[config.mk]
export PLATFORM = sky130hd
export DESIGN_NAME = ldmc_core
export DESIGN_NICKNAME = d
export VERILOG_FILES = /design/src/core/ldmc_pkg.sv /design/src/core/ldmc_sync.sv /design/src/core/ldmc_wdog.sv /design/src/core/ldmc_core.sv
export SDC_FILE = /design/constraint.sdc
export NUM_CORES = 1
export LEC_CHECK = 0
export ABC_AREA = 1
export BUFFER_PORTS_ARGS = -buffer_cell sky130_fd_sc_hd__buf_4
export CORE_MARGIN = 2
export CORE_UTILIZATION = 40
export CTS_BUF_LIST = sky130_fd_sc_hd__clkbuf_8
export DETAILED_ROUTE_END_ITERATION = 7
export GPL_TIMING_DRIVEN = 0
export HOLD_SLACK_MARGIN = 0.1
export SLEW_MARGIN = 10
export SYNTH_ARGS = -nofsm -noshare
export SYNTH_HDL_FRONTEND = slang
export SYNTH_SLANG_ARGS = --single-unit
[constraint.sdc]
create_clock -name clk_i -period 3.3 [get_ports clk_i]
set_input_delay 0.66 -clock clk_i [delete_from_list [all_inputs] [get_ports clk_i]]
set_output_delay 0.66 -clock clk_i [all_outputs]
set_load 0.01 [all_outputs]
[src/core/ldmc_pkg.sv]
// Shared constants and types for the LED driver mode controller
`default_nettype none
package ldmc_pkg;
    // Comparator thresholds and standalone frequency, kept for reference by the analog front end
    localparam int SHORT_THRESH_MV = 2450;
    localparam int BOOT_UV_THRESH_MV = 2950;
    localparam int SUPPLY_OK_THRESH_MV = 4100;
    localparam int LIMP_LOW_THRESH_MV = 148;
    localparam int STANDALONE_FREQ_KHZ = 437;
    // Timing at the 250 MHz system clock
    localparam int CLK_PERIOD_PS = 4000;
    localparam int FAULT_TIME_US = 3600;
    localparam int FAULT_CYCLES = (FAULT_TIME_US * 1000) / (CLK_PERIOD_PS / 1000);
    localparam int FAULT_TIMER_WIDTH = 24;
    localparam int WDOG_WIDTH = 25;
    localparam logic [4:0] WDOG_TAP_DEFAULT = 5'h18;
    localparam logic [1:0] WDOG_LIMP_COUNT = 2'h3;
    localparam int NUM_CH = 2;
    localparam logic [NUM_CH-1:0] CHAN_OFF = 2'h0;
    // Command codes
    localparam logic [7:0] RESET_TO_LOAD = 8'hC3;
    localparam logic [7:0] RESET_TO_DETECT = 8'hD4;
    localparam logic [1:0] SLEEP_ENTER = 2'h1;
    localparam logic [1:0] SLEEP_WAKE = 2'h0;
    // Defaults
    localparam logic WDOG_EN_DEFAULT = 1'b1;
    localparam logic LIMP_SW_DEFAULT = 1'b0;
    localparam logic PWR_CYCLED_DEFAULT = 1'b1;
    typedef enum logic [6:0] {
        ST_POR = 7'h01,
        ST_DETECT = 7'h02,
        ST_STANDALONE = 7'h04,
        ST_LOAD = 7'h08,
        ST_RUN = 7'h10,
        ST_SLEEP = 7'h20,
        ST_LIMP = 7'h40
    } ldmc_mode_type;
endpackage : ldmc_pkg
`default_nettype wire

[src/core/ldmc_sync.sv]
// Two-stage synchroniser for asynchronous comparator and pin levels
`default_nettype none
module ldmc_sync #(
    parameter int WIDTH = 1
) (
    input wire logic clk_i,
    input wire logic reset_i,
    input wire logic [WIDTH-1:0] async_i,
    output logic [WIDTH-1:0] sync_o
);
    logic [WIDTH-1:0] meta_r;
    // First stage feeds only the second stage
    always_ff @(posedge clk_i) begin
        if (reset_i) begin
            meta_r <= '0;
            sync_o <= '0;
        end else begin
            meta_r <= async_i;
            sync_o <= meta_r;
        end
    end
endmodule : ldmc_sync
`default_nettype wire

[src/core/ldmc_wdog.sv]
// Communication watchdog: 25-bit counter with programmable tap
`default_nettype none
module ldmc_wdog #(
    parameter int WIDTH = ldmc_pkg::WDOG_WIDTH
) (
    input wire logic clk_i,
    input wire logic reset_i,
    input wire logic run_i,
    input wire logic restart_i,
    input wire logic [4:0] tap_i,
    output logic timeout_o
);
    logic [WIDTH-1:0] count_r;
    logic [WIDTH-1:0] count_nxt;
    logic timeout_nxt;
    always_comb begin
        timeout_nxt = 1'b0;
        count_nxt = count_r + {{(WIDTH-1){1'b0}}, 1'b1};
        if (!run_i || restart_i) begin
            count_nxt = '0;
        end else if (count_r[tap_i]) begin
            // Restart after each expiry so timeouts can be counted
            timeout_nxt = 1'b1;
            count_nxt = '0;
        end
    end
    always_ff @(posedge clk_i) begin
        if (reset_i) begin
            count_r <= '0;
            timeout_o <= 1'b0;
        end else begin
            count_r <= count_nxt;
            timeout_o <= timeout_nxt;
        end
    end
endmodule : ldmc_wdog
`default_nettype wire

[src/core/ldmc_core.sv]
// LED driver operating-mode state machine and output fault flags
`default_nettype none
module ldmc_core #(
    parameter int FAULT_CYCLES = ldmc_pkg::FAULT_CYCLES,
    parameter int TIMER_WIDTH = ldmc_pkg::FAULT_TIMER_WIDTH
) (
    input wire logic clk_i,
    input wire logic reset_i,
    input wire logic analog_supply_ok_i,
    input wire logic digital_supply_ok_i,
    input wire logic limp_home_current_low_i,
    input wire logic [ldmc_pkg::NUM_CH-1:0] dimming_input_i,
    input wire logic [ldmc_pkg::NUM_CH-1:0] short_detect_i,
    input wire logic [ldmc_pkg::NUM_CH-1:0] bootstrap_uv_i,
    input wire logic [ldmc_pkg::NUM_CH-1:0] high_side_limit_i,
    input wire logic [ldmc_pkg::NUM_CH-1:0] low_side_limit_i,
    input wire logic [ldmc_pkg::NUM_CH-1:0] error_amp_ov_i,
    input wire logic [ldmc_pkg::NUM_CH-1:0] min_off_time_i,
    input wire logic frame_valid_i,
    input wire logic sys_cfg_a_write_i,
    input wire logic [ldmc_pkg::NUM_CH-1:0] cfg_channel_enable_i,
    input wire logic cfg_limp_home_switch_i,
    input wire logic cfg_watchdog_enable_i,
    input wire logic [ldmc_pkg::NUM_CH-1:0] latch_cfg_i,
    input wire logic [1:0] fault_timer_sel_i,
    input wire logic [4:0] watchdog_tap_i,
    input wire logic reset_write_i,
    input wire logic [7:0] reset_code_i,
    input wire logic sleep_write_i,
    input wire logic [1:0] sleep_code_i,
    input wire logic status_a_read_done_i,
    input wire logic status_b_read_done_i,
    input wire logic status_c_read_done_i,
    output logic [6:0] mode_o,
    output logic [ldmc_pkg::NUM_CH-1:0] channel_enable_bit_o,
    output logic limp_home_switch_bit_o,
    output logic comm_watchdog_enable_bit_o,
    output logic [ldmc_pkg::NUM_CH-1:0] switch_enable_o,
    output logic [ldmc_pkg::NUM_CH-1:0] low_side_on_o,
    output logic [ldmc_pkg::NUM_CH-1:0] comp_discharge_o,
    output logic standalone_defaults_o,
    output logic [ldmc_pkg::NUM_CH-1:0] chan_short_flag_o,
    output logic [ldmc_pkg::NUM_CH-1:0] high_side_limit_flag_o,
    output logic [ldmc_pkg::NUM_CH-1:0] low_side_limit_flag_o,
    output logic [ldmc_pkg::NUM_CH-1:0] error_amp_overvoltage_flag_o,
    output logic [ldmc_pkg::NUM_CH-1:0] bootstrap_undervoltage_flag_o,
    output logic [ldmc_pkg::NUM_CH-1:0] min_off_time_flag_o,
    output logic power_cycled_flag_o,
    output logic comm_watchdog_timeout_flag_o
);
    localparam int CH = ldmc_pkg::NUM_CH;

    logic supply_a_s, supply_d_s, lhi_low_s;
    logic [CH-1:0] dim_s, short_s, bst_s, hs_s, ls_s, eaov_s, minoff_s;
    logic supplies_ok, wd_timeout, wd_run;
    ldmc_pkg::ldmc_mode_type state_r, state_nxt;
    logic [CH-1:0] chan_en_r, chan_en_nxt;
    logic limp_sw_r, limp_sw_nxt, wd_en_r, wd_en_nxt;
    logic [1:0] wd_cnt_r, wd_cnt_nxt;
    logic [CH-1:0] short_nxt, hs_f_nxt, ls_f_nxt, eaov_nxt, bst_f_nxt, minoff_nxt;
    logic pc_nxt, comm_watchdog_timeout_flag_nxt, stand_nxt;
    logic [CH-1:0] sw_nxt, ls_on_nxt, dis_nxt;
    logic [TIMER_WIDTH-1:0] timer_r [CH];
    logic [TIMER_WIDTH-1:0] timer_nxt [CH];
    logic [CH-1:0] trip, busy, latch_trip, latched;
    logic auto_restart, timer_std;

    // Comparators are asynchronous to the system clock
    ldmc_sync #(.WIDTH(3 + 7 * CH)) u_sync (
        .clk_i(clk_i),
        .reset_i(reset_i),
        .async_i({analog_supply_ok_i, digital_supply_ok_i, limp_home_current_low_i, dimming_input_i,
                  short_detect_i, bootstrap_uv_i, high_side_limit_i, low_side_limit_i,
                  error_amp_ov_i, min_off_time_i}),
        .sync_o({supply_a_s, supply_d_s, lhi_low_s, dim_s, short_s, bst_s, hs_s, ls_s, eaov_s, minoff_s})
    );

    // Watchdog idles in standalone, sleep and limp-home
    assign wd_run = (state_r == ldmc_pkg::ST_DETECT) ||
                    (wd_en_r && (state_r == ldmc_pkg::ST_LOAD || state_r == ldmc_pkg::ST_RUN));
    ldmc_wdog u_wdog (
        .clk_i(clk_i),
        .reset_i(reset_i),
        .run_i(wd_run),
        .restart_i(frame_valid_i),
        .tap_i(watchdog_tap_i),
        .timeout_o(wd_timeout)
    );

    assign supplies_ok = supply_a_s && supply_d_s;
    assign auto_restart = (state_r == ldmc_pkg::ST_STANDALONE) || (state_r == ldmc_pkg::ST_LIMP);
    assign timer_std = (state_r == ldmc_pkg::ST_STANDALONE);
    assign trip = hs_s | ls_s;
    assign latch_trip = auto_restart ? ldmc_pkg::CHAN_OFF : (latch_cfg_i & trip);
    // Latched fault holds until its flag is read away
    assign latched = auto_restart ? ldmc_pkg::CHAN_OFF :
                     (latch_cfg_i & (high_side_limit_flag_o | low_side_limit_flag_o));

    // Set wins over a clear; a live condition also keeps the flag
    function automatic logic [CH-1:0] sticky(input logic [CH-1:0] flag, input logic [CH-1:0] cond,
                                             input logic clr);
        return cond | (flag & {CH{~clr}});
    endfunction : sticky

    // Mode and control bits
    always_comb begin
        state_nxt = state_r;
        chan_en_nxt = chan_en_r;
        limp_sw_nxt = limp_sw_r;
        wd_en_nxt = wd_en_r;
        wd_cnt_nxt = wd_cnt_r;
        if (wd_timeout && state_r == ldmc_pkg::ST_RUN) begin
            wd_cnt_nxt = wd_cnt_r + 2'h1;
        end
        if (frame_valid_i || state_r != ldmc_pkg::ST_RUN) begin
            wd_cnt_nxt = 2'h0;
        end
        if (sys_cfg_a_write_i && state_r != ldmc_pkg::ST_SLEEP) begin
            chan_en_nxt = cfg_channel_enable_i;
            limp_sw_nxt = cfg_limp_home_switch_i;
            wd_en_nxt = cfg_watchdog_enable_i;
        end
        chan_en_nxt = chan_en_nxt & ~latch_trip;
        case (state_r)
            ldmc_pkg::ST_POR: begin
                state_nxt = ldmc_pkg::ST_DETECT;
            end
            ldmc_pkg::ST_DETECT: begin
                chan_en_nxt = ldmc_pkg::CHAN_OFF;
                if (wd_timeout) begin
                    state_nxt = ldmc_pkg::ST_STANDALONE;
                end else if (frame_valid_i) begin
                    state_nxt = ldmc_pkg::ST_LOAD;
                end
            end
            ldmc_pkg::ST_STANDALONE: begin
                chan_en_nxt = chan_en_r;
                limp_sw_nxt = limp_sw_r;
                wd_en_nxt = wd_en_r;
                if (reset_write_i && reset_code_i == ldmc_pkg::RESET_TO_LOAD) begin
                    state_nxt = ldmc_pkg::ST_LOAD;
                end else if (reset_write_i && reset_code_i == ldmc_pkg::RESET_TO_DETECT &&
                             !comm_watchdog_timeout_flag_o) begin
                    state_nxt = ldmc_pkg::ST_DETECT;
                end
                if (state_nxt != ldmc_pkg::ST_STANDALONE) begin
                    chan_en_nxt = ldmc_pkg::CHAN_OFF;
                    limp_sw_nxt = ldmc_pkg::LIMP_SW_DEFAULT;
                    wd_en_nxt = ldmc_pkg::WDOG_EN_DEFAULT;
                end
            end
            ldmc_pkg::ST_LOAD: begin
                if (sleep_write_i && sleep_code_i == ldmc_pkg::SLEEP_ENTER) begin
                    state_nxt = ldmc_pkg::ST_SLEEP;
                    chan_en_nxt = ldmc_pkg::CHAN_OFF;
                end else if (chan_en_nxt != ldmc_pkg::CHAN_OFF && !power_cycled_flag_o) begin
                    state_nxt = ldmc_pkg::ST_RUN;
                end else begin
                    chan_en_nxt = ldmc_pkg::CHAN_OFF;
                end
            end
            ldmc_pkg::ST_RUN: begin
                if (sleep_write_i && sleep_code_i == ldmc_pkg::SLEEP_ENTER) begin
                    state_nxt = ldmc_pkg::ST_SLEEP;
                    chan_en_nxt = ldmc_pkg::CHAN_OFF;
                end else if (limp_sw_r || (wd_en_r && wd_cnt_nxt == ldmc_pkg::WDOG_LIMP_COUNT)) begin
                    state_nxt = ldmc_pkg::ST_LIMP;
                end else if (chan_en_nxt == ldmc_pkg::CHAN_OFF) begin
                    state_nxt = ldmc_pkg::ST_LOAD;
                end
            end
            ldmc_pkg::ST_SLEEP: begin
                chan_en_nxt = ldmc_pkg::CHAN_OFF;
                if (sleep_write_i && sleep_code_i == ldmc_pkg::SLEEP_WAKE) begin
                    state_nxt = ldmc_pkg::ST_LOAD;
                end
            end
            ldmc_pkg::ST_LIMP: begin
                if (!limp_sw_r && !comm_watchdog_timeout_flag_o) begin
                    state_nxt = ldmc_pkg::ST_RUN;
                end
            end
            default: begin
                state_nxt = ldmc_pkg::ST_POR;
            end
        endcase
        if (!supplies_ok) begin
            state_nxt = ldmc_pkg::ST_POR;
            chan_en_nxt = ldmc_pkg::CHAN_OFF;
            limp_sw_nxt = ldmc_pkg::LIMP_SW_DEFAULT;
            wd_en_nxt = ldmc_pkg::WDOG_EN_DEFAULT;
            wd_cnt_nxt = 2'h0;
        end
    end

    always_ff @(posedge clk_i) begin
        if (reset_i) begin
            state_r <= ldmc_pkg::ST_POR;
            chan_en_r <= ldmc_pkg::CHAN_OFF;
            limp_sw_r <= ldmc_pkg::LIMP_SW_DEFAULT;
            wd_en_r <= ldmc_pkg::WDOG_EN_DEFAULT;
            wd_cnt_r <= 2'h0;
        end else begin
            state_r <= state_nxt;
            chan_en_r <= chan_en_nxt;
            limp_sw_r <= limp_sw_nxt;
            wd_en_r <= wd_en_nxt;
            wd_cnt_r <= wd_cnt_nxt;
        end
    end

    // Status flags, fault timers and drive outputs
    always_comb begin
        short_nxt = sticky(chan_short_flag_o, short_s, status_a_read_done_i);
        hs_f_nxt = sticky(high_side_limit_flag_o, hs_s, status_a_read_done_i);
        ls_f_nxt = sticky(low_side_limit_flag_o, ls_s, status_a_read_done_i);
        eaov_nxt = sticky(error_amp_overvoltage_flag_o, eaov_s, status_a_read_done_i);
        bst_f_nxt = sticky(bootstrap_undervoltage_flag_o, bst_s, status_b_read_done_i);
        minoff_nxt = sticky(min_off_time_flag_o, minoff_s, status_b_read_done_i);
        pc_nxt = power_cycled_flag_o & ~status_c_read_done_i;
        comm_watchdog_timeout_flag_nxt = wd_timeout | (comm_watchdog_timeout_flag_o & ~status_c_read_done_i);
        for (int c = 0; c < CH; c++) begin
            // Standalone always uses the shortest restart time
            if (trip[c]) begin
                timer_nxt[c] = TIMER_WIDTH'(FAULT_CYCLES) << (timer_std ? 2'h0 : fault_timer_sel_i);
            end else if (timer_r[c] != '0) begin
                timer_nxt[c] = timer_r[c] - {{(TIMER_WIDTH-1){1'b0}}, 1'b1};
            end else begin
                timer_nxt[c] = '0;
            end
            busy[c] = trip[c] || (timer_r[c] != '0);
        end
        // Short flag deliberately absent from every enable term
        case (state_r)
            ldmc_pkg::ST_RUN: sw_nxt = chan_en_r & ~latched & ~busy & ~bst_s & {CH{~limp_sw_r}};
            ldmc_pkg::ST_STANDALONE: sw_nxt = dim_s & ~busy & ~bst_s & {CH{~lhi_low_s}};
            ldmc_pkg::ST_LIMP: sw_nxt = ~busy & ~bst_s & {CH{~lhi_low_s}};
            default: sw_nxt = ldmc_pkg::CHAN_OFF;
        endcase
        ls_on_nxt = (state_r == ldmc_pkg::ST_RUN || auto_restart) ? hs_s : ldmc_pkg::CHAN_OFF;
        dis_nxt = trip | latched;
        stand_nxt = timer_std;
        if (!supplies_ok) begin
            short_nxt = ldmc_pkg::CHAN_OFF;
            hs_f_nxt = ldmc_pkg::CHAN_OFF;
            ls_f_nxt = ldmc_pkg::CHAN_OFF;
            eaov_nxt = ldmc_pkg::CHAN_OFF;
            bst_f_nxt = ldmc_pkg::CHAN_OFF;
            minoff_nxt = ldmc_pkg::CHAN_OFF;
            pc_nxt = ldmc_pkg::PWR_CYCLED_DEFAULT;
            comm_watchdog_timeout_flag_nxt = 1'b0;
            sw_nxt = ldmc_pkg::CHAN_OFF;
            ls_on_nxt = ldmc_pkg::CHAN_OFF;
        end
    end

    always_ff @(posedge clk_i) begin
        if (reset_i) begin
            chan_short_flag_o <= ldmc_pkg::CHAN_OFF;
            high_side_limit_flag_o <= ldmc_pkg::CHAN_OFF;
            low_side_limit_flag_o <= ldmc_pkg::CHAN_OFF;
            error_amp_overvoltage_flag_o <= ldmc_pkg::CHAN_OFF;
            bootstrap_undervoltage_flag_o <= ldmc_pkg::CHAN_OFF;
            min_off_time_flag_o <= ldmc_pkg::CHAN_OFF;
            power_cycled_flag_o <= ldmc_pkg::PWR_CYCLED_DEFAULT;
            comm_watchdog_timeout_flag_o <= 1'b0;
            switch_enable_o <= ldmc_pkg::CHAN_OFF;
            low_side_on_o <= ldmc_pkg::CHAN_OFF;
            comp_discharge_o <= ldmc_pkg::CHAN_OFF;
            standalone_defaults_o <= 1'b0;
            for (int c = 0; c < CH; c++) begin
                timer_r[c] <= '0;
            end
        end else begin
            chan_short_flag_o <= short_nxt;
            high_side_limit_flag_o <= hs_f_nxt;
            low_side_limit_flag_o <= ls_f_nxt;
            error_amp_overvoltage_flag_o <= eaov_nxt;
            bootstrap_undervoltage_flag_o <= bst_f_nxt;
            min_off_time_flag_o <= minoff_nxt;
            power_cycled_flag_o <= pc_nxt;
            comm_watchdog_timeout_flag_o <= comm_watchdog_timeout_flag_nxt;
            switch_enable_o <= sw_nxt;
            low_side_on_o <= ls_on_nxt;
            comp_discharge_o <= dis_nxt;
            standalone_defaults_o <= stand_nxt;
            for (int c = 0; c < CH; c++) begin
                timer_r[c] <= timer_nxt[c];
            end
        end
    end

    assign mode_o = state_r;
    assign channel_enable_bit_o = chan_en_r;
    assign limp_home_switch_bit_o = limp_sw_r;
    assign comm_watchdog_enable_bit_o = wd_en_r;
endmodule : ldmc_core
`default_nettype wire

== Yosys cells after proc, flatten, opt, wreduce, memory -nomap -nowiden ==
Memory sizes are Yosys's and may differ from the RTL's.
Index checks and enable logic that the tools add are counted.
Word-level totals
  register bits: 94
  bits in writable memories: 48
  input bits: 49
  logic and storage cells: 172
  memories: 1
Memory list
  timer_r: words 2, width 24, rd ports 2, clocked after memory_dff 0, write ports 2, line ldmc_core.sv:63  | logic [TIMER_WIDTH-1:0] timer_r [CH];
Operators by class
  add/subtract/negate cells: 4
  magnitude comparators: 1
  equality and inequality tests: 20
  shift-type cells: 1
  mux-type cells: 43
  bitwise operators: 43
  reductions and logical operators: 38
Operator list (number)
  $mux 24: 6
  $mux 7: 12
  $pmux 7 s7: 1
  $reduce_bool 24->1: 2
  $sub 24x1->24 const B: 2
  $and 2x2->2: 18
  $add 25x1->25 const B: 1
  $shl 20x2->24 const A: 1
  $mux 2: 10
  $or 2x2->2: 9
  $eq 8x8->1 const B: 2
  $logic_and 1x1->1: 12
  $mux 1: 11
  $logic_or 1x1->1: 9
  $not 2->2: 4
  $pmux 2 s4: 1
  $eq 7x1->1 const B: 1
  $eq 7x2->1 const B: 1
  $eq 7x3->1 const B: 1
  $eq 7x4->1 const B: 1
  $eq 7x5->1 const B: 1
  $eq 7x6->1 const B: 1
  $eq 7x7->1 const B: 1
  $ne 7x3->1 const B: 1
  23 further kinds: 41

== Depth between registers and ports, before layout ==
Gate-level depths: netlist of run 1.
  word-level depth: 10
  mapped depth: 14
  mapped depth without buffers: 14

== By module ==
A second synthesis of run 1 with hierarchy kept.
Unflattened totals
  cells, all modules: 1015
  area total of the unflattened synthesis: 7148.1 µm²
Modules (own cells, without submodules)
  ldmc_core: times used 1, cells each 649, area each 4488.1 µm², seq. area each 1641.6 µm²
  ldmc_wdog: times used 1, cells each 260, area each 1674.1 µm², seq. area each 520.5 µm²
  ldmc_sync: times used 1, cells each 106, area each 985.9 µm², seq. area each 680.7 µm²

== Worst setup path after synthesis of run 1 ==
No wires, ideal clock.
  path type: input to register
  from: input port watchdog_tap_i[0]
  to: register u_wdog.count_r[14]
  setup time: 0.073 ns
  arrival: 1.854 ns
  required time: 3.227 ns
  setup slack: 1.373 ns
  cell stages on the path: 10
  path buffers: 3
  cells stage by stage: buf_4 buf_6 o211ai_1 nand3_1 nand3_1 nand3b_1 nand2_1 nand3_2 buf_2 nor3_2
On the way
  longest elaborated chain between the ends: 3
RTL lines
  start, declared: line ldmc_core.sv:26  | input wire logic [4:0] watchdog_tap_i,
  $bmux 1 s5: line ldmc_wdog.sv:21  | end else if (count_r[tap_i]) begin
  $mux 1 (not written as such): line ldmc_wdog.sv:21
  $reduce_or 3->1 (no source line)
  end signal, assigned: line ldmc_wdog.sv:32  | count_r <= count_nxt;
  end, declared: line ldmc_wdog.sv:13  | logic [WIDTH-1:0] count_r;
No other way between the ends. The select of a mux whose other input is x is not followed.
A chain may end at the register's enable or synchronous reset.

== Final worst setup path of run 1 ==
  from: input port reset_i
  to: register switch_enable_o[1] in the netlist's numbering
On the way
  longest elaborated chain between the ends: 1
RTL lines
  start, declared: line ldmc_core.sv:8  | input wire logic reset_i,
  $reduce_or 2->1 (no source line)
  end signal, assigned: line ldmc_core.sv:267  | switch_enable_o <= ldmc_pkg::CHAN_OFF;
  end signal, assigned: line ldmc_core.sv:283  | switch_enable_o <= sw_nxt;
  end, declared: line ldmc_core.sv:38  | output logic [ldmc_pkg::NUM_CH-1:0] switch_enable_o,
No other way between the ends.

==> results of run 1 <==
==> path summary, 6_finish.rpt <==
check	startpoint	to	slack (ns)	depth (start not counted)
max	reset_i	switch_enable_o[1]	1.00	8
min reg2reg	u_sync.meta_r[1]	u_sync.sync_o[1]	0.40	2
max reg2reg	u_sync.sync_o[16]	switch_enable_o[1]	1.22	6
min	frame_valid_i	wd_cnt_r[1]	0.38	2
==> through the flow <==
stage / worst slack [ns] / cell area, µm² / cells
after global placement: 0.560 / 7520 / 1201
after global routing: 0.885 / 7950 / 1233
final: 1.00 / 7950 / 1233
after floorplan: 1.37 / 6670 / 904
after detailed placement: 0.573 / 7520 / 1201
after CTS: 1.06 / 7950 / 1233
==> layer usage <==
layer,global-route usage,vias up,wire length (µm)
met5,0,-,0
li1,-,3066,-
met3,0.0396,22,707
met2,0.290,120,6840
met1,0.255,2586,7960
met4,0.0609,0,241
==> final cells by class <==
type | instances | area, µm² | share of cell area
clock inverters | 13 | 165 | 0.0208
inverters | 165 | 624 | 0.0785
multi-input cells | 582 | 3120 | 0.392
flip-flops and latches | 142 | 2840 | 0.358
plain buffers | 15 | 86.3 | 0.0109
well taps | 220 | 275 | 0.0346
clock buffers | 19 | 262 | 0.0329
repair buffers | 77 | 578 | 0.0727
==> placed cells by master (no fill, tap or decap), drive strengths merged <==
cell      netlist  final
a211oi          3      3
a21o            1      1
a21oi          42     42
a31oi           3      3
and2            1      1
buf            10     87
bufinv          0      3
clkbuf          5     24
clkinv          2      7
clkinvlp        0      3
dfxtp         142    142
ha             11     11
inv           163    165
nand2         110    110
nand3          60     60
nand3b          3      3
nand4          22     22
nor2          167    167
nor3           20     20
nor3b           6      6
nor4            3      3
o211ai          4      4
o21ai          71     71
o22ai          11     11
o31ai           2      2
o41ai           1      1
or2             4      4
or3             1      1
xnor2          10     10
xor2           26     26
==> power by group through the flow <==
stage / registers, mW / logic, mW / clock network [mW]
global route: 2.01 / 0.962 / 1.60
global placement: 2.03 / 0.822 / 0
floorplan: 2.00 / 0.655 / 0
CTS: 1.99 / 0.835 / 1.52
detailed placement: 2.03 / 0.828 / 0
finish: 1.99 / 0.832 / 1.49
==> cells in the mapped netlist (4+ instances only) <==
| cell | number | share of area |
|---|---|---|
| sky130_fd_sc_hd__inv_1 | 159 | 0.089 |
| sky130_fd_sc_hd__nor2_1 | 153 | 0.086 |
| sky130_fd_sc_hd__dfxtp_1 | 142 | 0.43 |
| sky130_fd_sc_hd__nand2_1 | 99 | 0.056 |
| sky130_fd_sc_hd__o21ai_0 | 60 | 0.045 |
| sky130_fd_sc_hd__nand3_1 | 51 | 0.038 |
| sky130_fd_sc_hd__a21oi_1 | 38 | 0.029 |
| sky130_fd_sc_hd__xor2_1 | 26 | 0.034 |
| sky130_fd_sc_hd__nand4_1 | 22 | 0.021 |
| sky130_fd_sc_hd__nor3_1 | 17 | 0.013 |
| sky130_fd_sc_hd__ha_1 | 11 | 0.021 |
| sky130_fd_sc_hd__o22ai_1 | 11 | 0.010 |
| sky130_fd_sc_hd__o21ai_1 | 10 | 0.0075 |
| sky130_fd_sc_hd__xnor2_1 | 10 | 0.013 |
| sky130_fd_sc_hd__nand2_2 | 9 | 0.0084 |
| sky130_fd_sc_hd__nand3_2 | 9 | 0.014 |
| sky130_fd_sc_hd__nor2_2 | 8 | 0.0075 |
| sky130_fd_sc_hd__nor3b_1 | 6 | 0.0068 |
| sky130_fd_sc_hd__clkbuf_1 | 5 | 0.0028 |
| sky130_fd_sc_hd__nor2_4 | 5 | 0.0084 |
| sky130_fd_sc_hd__o211ai_1 | 4 | 0.0045 |
==> sequential cells by signal, summed over array words and instances (netlist names), 7 cells and up <==
| name | cells |
|---|---|
| mode_o | 7 |
| timer_r | 48 |
| u_sync.meta_r | 17 |
| u_sync.sync_o | 17 |
| u_wdog.count_r | 25 |
==> logic make-up after synthesis <==
family          after synthesis  share of synthesized area
simple gates                397                      0.283
buf+inv                     180                      0.107
flops                       142                      0.426
fa+ha+maj                    11                     0.0206
xor+xnor                     36                     0.0473
compound gates              138                      0.116
==> results by group, run 1 <==
Outcome
  – Run status: complete, no violations

Power and ir drop
  – Switching power: 1.31 mW
  – Internal power: 3.00 mW
  – Leakage: around 3.6 nW
  – Share of power burned in the clock network: 0.345
  – Power per unit of standard cell area: about 540 nW/µm²
  – Net switching fraction of the power: 0.304
  – Part of the power in combinational logic: 0.193
  – Power share of the sequential group: 0.462
  – Overall power after layout: 4.31 mW
  – Peak supply drop: ~0.26 mV

Clocking
  – # H-tree levels: 4
  – Clock Root Buffer: sky130_fd_sc_hd__clkbuf_8
  – CTS tree: done
  – Number of buffers added by the clock tree synthesis step: 17
  – Number of gates given a new drive strength after cts: 0
  – Sinks on the clock net: 142
  – Post-CTS Setup Repair Bufs: 0
  – Clock network latency to the later pin of the worst-skew pair: 0.45 ns
  – Deepest clock path buffer count: 2
  – Clock transition at the registers of the reported paths: 0.09 ns
  – Post-cts hold buffer count: 0

Die
  – Die area: between 15000 and 20000 µm²
  – Vert. Die Dim: 133 µm
  – Placeable core region: 16500 µm²
  – Number of rows in the core area: 47
  – Initial Utilization: 0.405
  – Number of top-level pins: 81
  – Die W: 133 µm

Setup path
  – Longest individual stage delay on the worst path: about 0.45 ns
  – Delay-heaviest family, CP: buffers and inverters
  – Data required time at the worst endpoint: 3.62 ns
  – Biggest fanout along the worst timing path: 10
  – Critical-path cell list: buf_4 > clkinv_1 > nand3_1 > inv_1 > o21ai_0 > inv_1 > nand3_1 > a211oi_1
  – Buf+Inv Stages, Crit Path: 4
  – Kind of start point of the critical path: input pin
  – Critical path start-end classification: input pin to flip-flop
  – Critical Path Slowest Stage Cell: sky130_fd_sc_hd__inv_1
  – Data arrival time of the worst path: 2.62 ns
  – CP endpoint kind: flip-flop

Synthesis
  – Asr flop ratio synth: 0
  – Seq/Total Area, Yosys: 0.426
  – Number of synthesized register bits: 142
  – Synthesized instance count: 904
  – Synth Cell Area: ~6700 µm²
  – Top FF cell, synth: sky130_fd_sc_hd__dfxtp_1
  – Number of warnings reported in the yosys synthesis log: 0
  – Post-synthesis net count: 964
  – Number of distinct library cell variants in the gate-level netlist after synthesis: 47
  – Number of flops mapped to enable cells by yosys: 0
  – Post-synthesis average cell area: 7.38 µm²

Routing
  – Number of routed nets with antenna violations: 0
  – DR pass1 iterations: 5
  – DRC violation count after routing: 0
  – Post-detailed-routing wire length: 15800 µm
  – Number of vias per cell after detailed routing: 4.70
  – Total number of vias: 5794
  – 1st-iter DRT viols: 338
  – Average wire per standard cell: about 13 µm

Worst hold path
  – Type of the tightest min-delay check: input pin to flip-flop

STA
  – Highest clock rate: between 0.4 and 0.5 GHz
  – Least-Margin Pin Slew: between 0.6 and 0.7 ns
  – Worst-case headroom to the max-slew limit: 0.567
  – Setup Total Neg Slack: 0 ns
  – Number of endpoints with negative hold slack in the final report: 0
  – Worst clock skew: around 0.015 ns
  – Final critical delay including setup and external delays: 2.30 ns
  – RSZ-0062 raised after global routing: no
  – Count of final setup violators: 0
  – Max-slew violation count: 0
  – Share of the cycle needed by the critical path after routing: 0.696
  – Worst hold margin: about 0.38 ns

Run
  – Max-cap violations: 0

Cells and area
  – Final net count: 1060
  – Layout cell share with drive strength beyond 1: 0.166
  – Antenna diode count: 0
  – Final cell utilization of the core: 0.483
  – Fillers: ~1700
  – Layout area overhead: 19.2%

Placement
  – Number of port buffers: between 70 and 80
  – Sum of net half-perimeters after detailed placement: 12100 µm
  – Final weighted congestion in routability-driven placement: approximately 0.87

GRT
  – Initial antenna violation count: 0
  – Total Routing Usage GR: 0.185
  – First-pass GRT wire length: 26100 µm
  – Final global-route overflow total: 0
  – Largest net degree at the start of global routing: 17
  – Number of global-route vias before repair: 5356
Note: power is estimated with default switching activity, not from simulation.
==> inputs of run 2 (changes only) <==
==> constraint.sdc (replaced) <==
create_clock -name clk_i -period 2.28 [get_ports clk_i]
set_input_delay 0.456 -clock clk_i [delete_from_list [all_inputs] [get_ports clk_i]]
set_output_delay 0.456 -clock clk_i [all_outputs]
set_load 0.01 [all_outputs]
==> run 2 against run 1 <==
Effect of this change: count of clock-buffer cells in the layout unchanged; design area increased by 0.16%; global-route usage unchanged; largest power group unchanged.
==> results by group, run 2 (synthesis gave the netlist of run 1 again) <==
STA
  – Count of final setup violators: 0
  – Final critical delay including setup and external delays: 2.09 ns
  – Share of the cycle needed by the critical path after routing: 0.915
  – Worst clock skew: roughly 0.015 ns
  – Number of endpoints with negative hold slack in the final report: 0
  – Worst path setup slack after routing: 0.193 ns
  – Max-slew violation count: 0
  – Highest clock rate: 0.479 GHz
  – Least-Margin Pin Slew: 0.650 ns
  – Worst-case headroom to the max-slew limit: 0.567
  – RSZ-0062 raised after global routing: no

Cells and area
  – Number of flip-flops in the largest register: 48
  – Layout area overhead: 19.4%
  – Reg with most FFs: timer_r
  – Final cell utilization of the core: 0.484
  – Fillers: 1710
  – Final net count: ~1100
  – Most common cell after layout, fill and taps aside: sky130_fd_sc_hd__inv_1
  – Antenna diode count: 0
  – Post-layout instance count excluding filler cells: 1234
  – Commonest non-fill, non-tap cells in the layout: 160 x sky130_fd_sc_hd__inv_1, 153 x sky130_fd_sc_hd__nor2_1, 142 x sky130_fd_sc_hd__dfxtp_1
  – Layout cell share with drive strength beyond 1: 0.168
  – Registers with the most flip-flops: timer_r x48, u_wdog.count_r x25

Placement
  – Cell count after placement: 1201
  – Final weighted congestion in routability-driven placement: approximately 0.87
  – Worst-case setup slack after placement: -0.243 ns
  – Sum of net half-perimeters after detailed placement: ~12000 µm
  – Number of port buffers: 77

Worst hold path
  – Type of the tightest min-delay check: input pin to flip-flop
  – Count of cells along the worst hold path: 2
  – Startpoint of the most critical hold path: frame_valid_i
  – Worst min-delay path endpoint: wd_cnt_r[1]

Setup path
  – Number of cells on the worst reg-to-reg path: 6
  – Worst R2R Setup Slack: 0.21 ns
  – Data arrival time of the worst path: 2.41 ns
  – Critical path start-end classification: input pin to flip-flop
  – Critical Path Slowest Stage Cell: sky130_fd_sc_hd__inv_1
  – CP endpoint kind: flip-flop
  – Critical-path cell list: buf_4 > clkinv_1 > nand3_1 > inv_1 > o21ai_0 > inv_1 > nand3_1 > a211oi_1
  – Longest individual stage delay on the worst path: 0.46 ns
  – Worst R2R Start: u_sync.sync_o[16]
  – Reg-to-reg endpoint: switch_enable_o[1]
  – Data required time at the worst endpoint: ~2.6 ns
  – Biggest fanout along the worst timing path: 10
  – Kind of start point of the critical path: input pin

Die
  – Placeable core region: 16500 µm²
  – Number of rows in the core area: 47
  – Vert. Die Dim: 133 µm
  – Die W: 133 µm
  – Number of top-level pins: 81
  – Initial Utilization: 0.405
  – Die area: 17700 µm²

Routing
  – Number of routed nets with antenna violations: 0
  – Post-detailed-routing wire length: 15800 µm
  – Total number of vias: 5770
  – DRC violation count after routing: 0
  – Number of vias per cell after detailed routing: 4.68
  – Average wire per standard cell: between 10 and 15 µm
  – 1st-iter DRT viols: 309
  – DR pass1 iterations: 4

Power and ir drop
  – Power per unit of standard cell area: 784 nW/µm²
  – Peak supply drop: 0.377 mV
  – Leakage: roughly 3.6 nW

Clocking
  – Clock Root Buffer: sky130_fd_sc_hd__clkbuf_8
  – Clock transition at the registers of the reported paths: 0.09 ns
  – Sinks on the clock net: 142
  – CTS tree: done
  – Number of buffers added by the clock tree synthesis step: 17
  – # H-tree levels: 4
  – Deepest clock path buffer count: 2
  – Clock network latency to the later pin of the worst-skew pair: 0.45 ns

GRT
  – Number of global-route vias before repair: between 5000 and 6000
  – Initial antenna violation count: 0
  – Final global-route overflow total: 0
  – First-pass GRT wire length: 26100 µm
  – Largest net degree at the start of global routing: 17
  – Total Routing Usage GR: 0.185

Outcome
  – Run status: complete, no violations

Run
  – Max-cap violations: 0
==> run 2: cell type report <==
cell class | instances | area (µm²) | area share
Timing Repair Buffer | 78 | 586 | 0.0735
Clock buffer | 19 | 262 | 0.0328
Sequential cell | 142 | 2840 | 0.357
Buffer | 15 | 86.3 | 0.0108
Multi-Input combinational cell | 582 | 3120 | 0.392
Inverter | 165 | 624 | 0.0784
Tap cell | 220 | 275 | 0.0346
Clock inverter | 13 | 165 | 0.0207
==> run 2: worst max-delay path by stage <==
stage,from,cells after the start,to,slack (ns)
2_1_floorplan,watchdog_tap_i[0],10,u_wdog.count_r[14],0.56
3_3_place_gp,reset_i,8,switch_enable_o[1],-0.26
3_5_place_dp,reset_i,8,switch_enable_o[1],-0.24
4_1_cts,u_wdog.count_r[0],10,u_wdog.count_r[24],0.24
5_1_grt,timer_r[0][0],11,timer_r[0][22],0.01
6_report,reset_i,8,switch_enable_o[1],0.19
==> run 2: worst max-delay path, delay by kind of cell <==
| family | cells | cell delay (ns) |
|---|---|---|
| AO/OA/AOI/OAI | 2 | 0.66 |
| buffers and inverters | 4 | 0.87 |
| AND/OR/NAND/NOR | 2 | 0.42 |
==> run 2: what timing repair did <==
action,in CTS,in global routing
setup buffers,0,1
endpoints found under the setup margin,0,1
hold buffers,0,0
resized for setup,0,1
==> run 2: layer usage <==
metal,routed length (µm),track usage,vias to the layer above,part of all wire
met5,0,0,-,0
met3,641,0.0396,22,0.041
met1,8040,0.255,2584,0.51
met2,6840,0.290,97,0.43
met4,242,0.0609,0,0.015
li1,-,-,3067,-
==> run 2: per-stage QoR <==
step / hold slack [ns] / TNS [ns] / instance area, µm² / power, mW
final: 0.176 / 0 / 7960 / 6.24
after global routing: 0.156 / 0 / 7960 / 6.61
after CTS: 0.152 / 0 / 7950 / 6.29
after detailed placement: 0.394 / -0.392 / 7520 / 4.13
after global placement: 0.391 / -0.273 / 7520 / 4.12
after floorplan: 0.388 / 0 / 6670 / 3.84
==> run 2: power breakdown <==
group	internal (mW)	switching, mW	leakage, nW
sequential	2.69	0.190	1.16
combinational	0.505	0.698	2.20
clock	1.14	1.01	0.210
==> inputs of run 3 (changes only) <==
--- a/config.mk
+++ b/config.mk
@@ -16,4 +16,5 @@
 export SLEW_MARGIN = 10
 export SYNTH_ARGS = -nofsm -noshare
 export SYNTH_HDL_FRONTEND = slang
+export SYNTH_HIERARCHICAL = 1
 export SYNTH_SLANG_ARGS = --single-unit
==> run 3 against run 2 <==
Effect of this change: core utilization up 0.28 points; design area up 6.0%; critical path depth up 3; worst hold slack better by 0.019 ns; die area grew 6.9%; fmax is 7.9% higher; register-to-register slack better by 0.14 ns; routed wire length is 9.9% higher; via count up 8.7%; global-route usage is 0.91 points higher; critical endpoint is now u_wdog/count_r[0]; largest cell class unchanged; highest routed layer unchanged.
==> results by group, run 3 <==
Power and ir drop
  – Leakage: 3.90 nW
  – Switching power: 2.04 mW
  – Peak supply drop: roughly 0.48 mV
  – Part of the power in combinational logic: 0.214
  – Net switching fraction of the power: 0.319
  – Internal power: 4.36 mW
  – Share of power burned in the clock network: 0.338
  – Power per unit of standard cell area: 759 nW/µm²
  – Power share of the sequential group: 0.448
  – Overall power after layout: 6.40 mW

Setup path
  – Data arrival time of the worst path: 2.32 ns
  – Number of cells on the worst reg-to-reg path: 11
  – Worst R2R Start: mode_o[3]
  – Critical path start-end classification: flip-flop to flip-flop
  – CP endpoint kind: flip-flop
  – Kind of start point of the critical path: flip-flop
  – Worst R2R Setup Slack: ~0.35 ns
  – Longest individual stage delay on the worst path: 0.39 ns
  – Biggest fanout along the worst timing path: 10
  – Data required time at the worst endpoint: 2.67 ns
  – Critical Path Slowest Stage Cell: sky130_fd_sc_hd__dfxtp_1
  – Critical-path cell list: nor2_4 > nand2_4 > nor2_4 > inv_1 > nand2_1 > nand2_1 > nand2_1 > nor3b_2 > nand3_4 > buf_6 > nor2_2
  – Reg-to-reg endpoint: u_wdog/count_r[0]
  – Cell mode on critical path: sky130_fd_sc_hd__nand2_1

Die
  – Placeable core region: 17400 µm²
  – Die area: 19000 µm²
  – Number of rows in the core area: 48
  – Initial Utilization: 0.412
  – Vert. Die Dim: between 100 and 150 µm
  – Die W: 138 µm
  – Number of top-level pins: 81

GRT
  – First-pass GRT wire length: 28600 µm
  – Initial antenna violation count: 0
  – Largest net degree at the start of global routing: 17
  – Final global-route overflow total: 0
  – Total Routing Usage GR: 0.194
  – Number of global-route vias before repair: 5851

Clocking
  – Post-cts hold buffer count: 0
  – Deepest clock path buffer count: 2
  – # H-tree levels: 4
  – Clock network latency to the later pin of the worst-skew pair: 0.45 ns
  – Clock transition at the registers of the reported paths: 0.09 ns
  – Sinks on the clock net: 142
  – CTS tree: done
  – Number of buffers added by the clock tree synthesis step: 17
  – Post-CTS Setup Repair Bufs: 0
  – Number of gates given a new drive strength after cts: 0
  – Clock Root Buffer: sky130_fd_sc_hd__clkbuf_8

STA
  – Least-Margin Pin Slew: 0.568 ns
  – Worst-case headroom to the max-slew limit: 0.618
  – Count of final setup violators: 0
  – Worst clock skew: 0.0105 ns
  – Final critical delay including setup and external delays: a little under 2 ns
  – RSZ-0062 raised after global routing: no
  – Share of the cycle needed by the critical path after routing: 0.848
  – Highest clock rate: 0.517 GHz
  – Max-slew violation count: 0
  – Number of endpoints with negative hold slack in the final report: 0
  – Worst hold margin: 0.195 ns

Synthesis
  – Synth Cell Area: 7150 µm²
  – Share of the synthesized area in compound gates (AO/OA/AOI/OAI): 0.0742
  – Most frequent cells after synthesis: 184 x sky130_fd_sc_hd__inv_1, 181 x sky130_fd_sc_hd__nand2_1, 155 x sky130_fd_sc_hd__nor2_1, 142 x sky130_fd_sc_hd__dfxtp_1, 55 x sky130_fd_sc_hd__nand3_1
  – Top FF cell, synth: sky130_fd_sc_hd__dfxtp_1
  – Main combinational cell family by area after synthesis: simple AND/OR/NAND/NOR gates
  – Number of flops mapped to enable cells by yosys: 0
  – Most numerous cell in the Yosys netlist: sky130_fd_sc_hd__inv_1
  – Number of synthesized register bits: 142
  – Asr flop ratio synth: 0
  – Synthesized-area fraction occupied by adder cells: 0.0210
  – Mux contribution to synthesized area: 0
  – Number of distinct library cell variants in the gate-level netlist after synthesis: 46
  – Largest cells by area after synthesis: sky130_fd_sc_hd__dfxtp_1 40%, sky130_fd_sc_hd__inv_1 9.7%, sky130_fd_sc_hd__nand2_1 9.5%
  – Top-area cell type share of the netlist area: 0.398
  – Post-synthesis net count: around 1100
  – Largest area contributor in the netlist: sky130_fd_sc_hd__dfxtp_1
  – Number of warnings reported in the yosys synthesis log: 6
  – XOR/XNOR Fraction of Synth Area: 0.0551
  – Post-synthesis average cell area: 7.04 µm²
  – Seq/Total Area, Yosys: 0.398
  – Synthesized-area fraction occupied by and/or/nand/nor cells: 0.328
  – Synthesized instance count: 1015

Cells and area
  – Layout area overhead: 18.1%
  – Most common cell after layout, fill and taps aside: sky130_fd_sc_hd__inv_1
  – Final net count: 1172
  – Registers with the most flip-flops: timer_r x48, u_wdog/count_r x25
  – Layout cell share with drive strength beyond 1: 0.179
  – Commonest non-fill, non-tap cells in the layout: 184 x sky130_fd_sc_hd__inv_1, 181 x sky130_fd_sc_hd__nand2_1, 155 x sky130_fd_sc_hd__nor2_1
  – Antenna diode count: 0
  – FF+latch area: 2840 µm²
  – Number of flip-flops in the largest register: 48
  – Reg with most FFs: timer_r
  – Fillers: between 1500 and 2000
  – Design Area, Final: 8440 µm²
  – Combined area of the multi-input logic cells: between 3000 and 4000 µm²

Placement
  – Sum of net half-perimeters after detailed placement: between 10000 and 15000 µm
  – Number of port buffers: 77
  – Final weighted congestion in routability-driven placement: 0.888
  – Total placed instance area: 8010 µm²

Routing
  – Number of routed nets with antenna violations: 0
  – DR pass1 iterations: 5
  – DRC violation count after routing: 0
  – Total number of vias: 6271
  – Post-detailed-routing wire length: 17300 µm
  – Number of vias per cell after detailed routing: 4.65
  – 1st-iter DRT viols: between 300 and 400
  – Average wire per standard cell: 12.8 µm

Worst hold path
  – Startpoint of the most critical hold path: error_amp_ov_i[0]
  – Count of cells along the worst hold path: 3
  – Worst min-delay path endpoint: u_sync/meta_r[2]
  – Type of the tightest min-delay check: input pin to flip-flop

Run
  – Max-cap violations: 0

Outcome
  – Run status: complete, no violations
run 3: cell families (layout without fill, tap and decap cells):
| family | count (synthesis) | in the layout |
|---|---|---|
| AO/OA/AOI/OAI | 97 | 97 |
| XOR/XNOR | 45 | 45 |
| adder cells (fa/ha/maj) | 12 | 12 |
| buffers and inverters | 214 | 323 |
| flip-flops | 142 | 142 |
| AND/OR/NAND/NOR | 505 | 505 |
run 3: how the worst max path moves through the flow:
| stage | start | end | slack, ns | cells past startpoint |
|---|---|---|---|---|
| floorplan | mode_o[3] | u_wdog/count_r[0] | 0.49 | 11 |
| global placement | reset_i | power_cycled_flag_o | -0.03 | 7 |
| detailed placement | reset_i | power_cycled_flag_o | -0.02 | 7 |
| CTS | mode_o[3] | u_wdog/count_r[0] | 0.14 | 11 |
| global route | mode_o[6] | u_wdog/count_r[9] | 0.15 | 11 |
| finish | mode_o[3] | u_wdog/count_r[0] | 0.35 | 11 |
run 3: power by group through the flow:
stage                     Clock (mW)  Combinational, mW  Sequential [mW]
after floorplan                    0               1.07             2.88
after detailed placement           0               1.37             2.92
after global placement             0               1.35             2.92
after CTS                       2.22               1.38             2.87
final                           2.16               1.37             2.87
after global routing            2.33               1.56             2.90
run 3: layer usage:
layer | vias up | share of wire | global-route usage
met5 | - | 0 | 0
met4 | 0 | 0.016 | 0.0601
met3 | 20 | 0.048 | 0.0500
met2 | 123 | 0.44 | 0.299
met1 | 2803 | 0.49 | 0.266
li1 | 3325 | - | -
run 3: area by class of cell:
cell class / instances / area share
tap: 225 / 0.0333
sequential: 142 / 0.337
multi-input combinational: 659 / 0.406
inverter: 199 / 0.0888
clock inverter: 14 / 0.0215
buffer: 15 / 0.0159
clock buffer: 18 / 0.0293
timing repair buffer: 77 / 0.0685
run 3: per-stage QoR:
step	setup WS, ns	utilization	cells	setup TNS (ns)
after floorplan	0.495	-	1015	0
after global placement	-0.0318	0.461	1317	-0.0920
after detailed placement	-0.0164	0.461	1317	-0.0164
after CTS	0.140	0.486	1349	0
after global routing	0.154	0.486	1349	0
final	0.346	0.486	1349	0
run 3: critical path: cells and delay by family, from the launching register on:
| family | cells | cell delay (ns) |
|---|---|---|
| buffers and inverters | 2 | 0.31 |
| AND/OR/NAND/NOR | 9 | 1.17 |
| flip-flops | 1 | 0.39 |
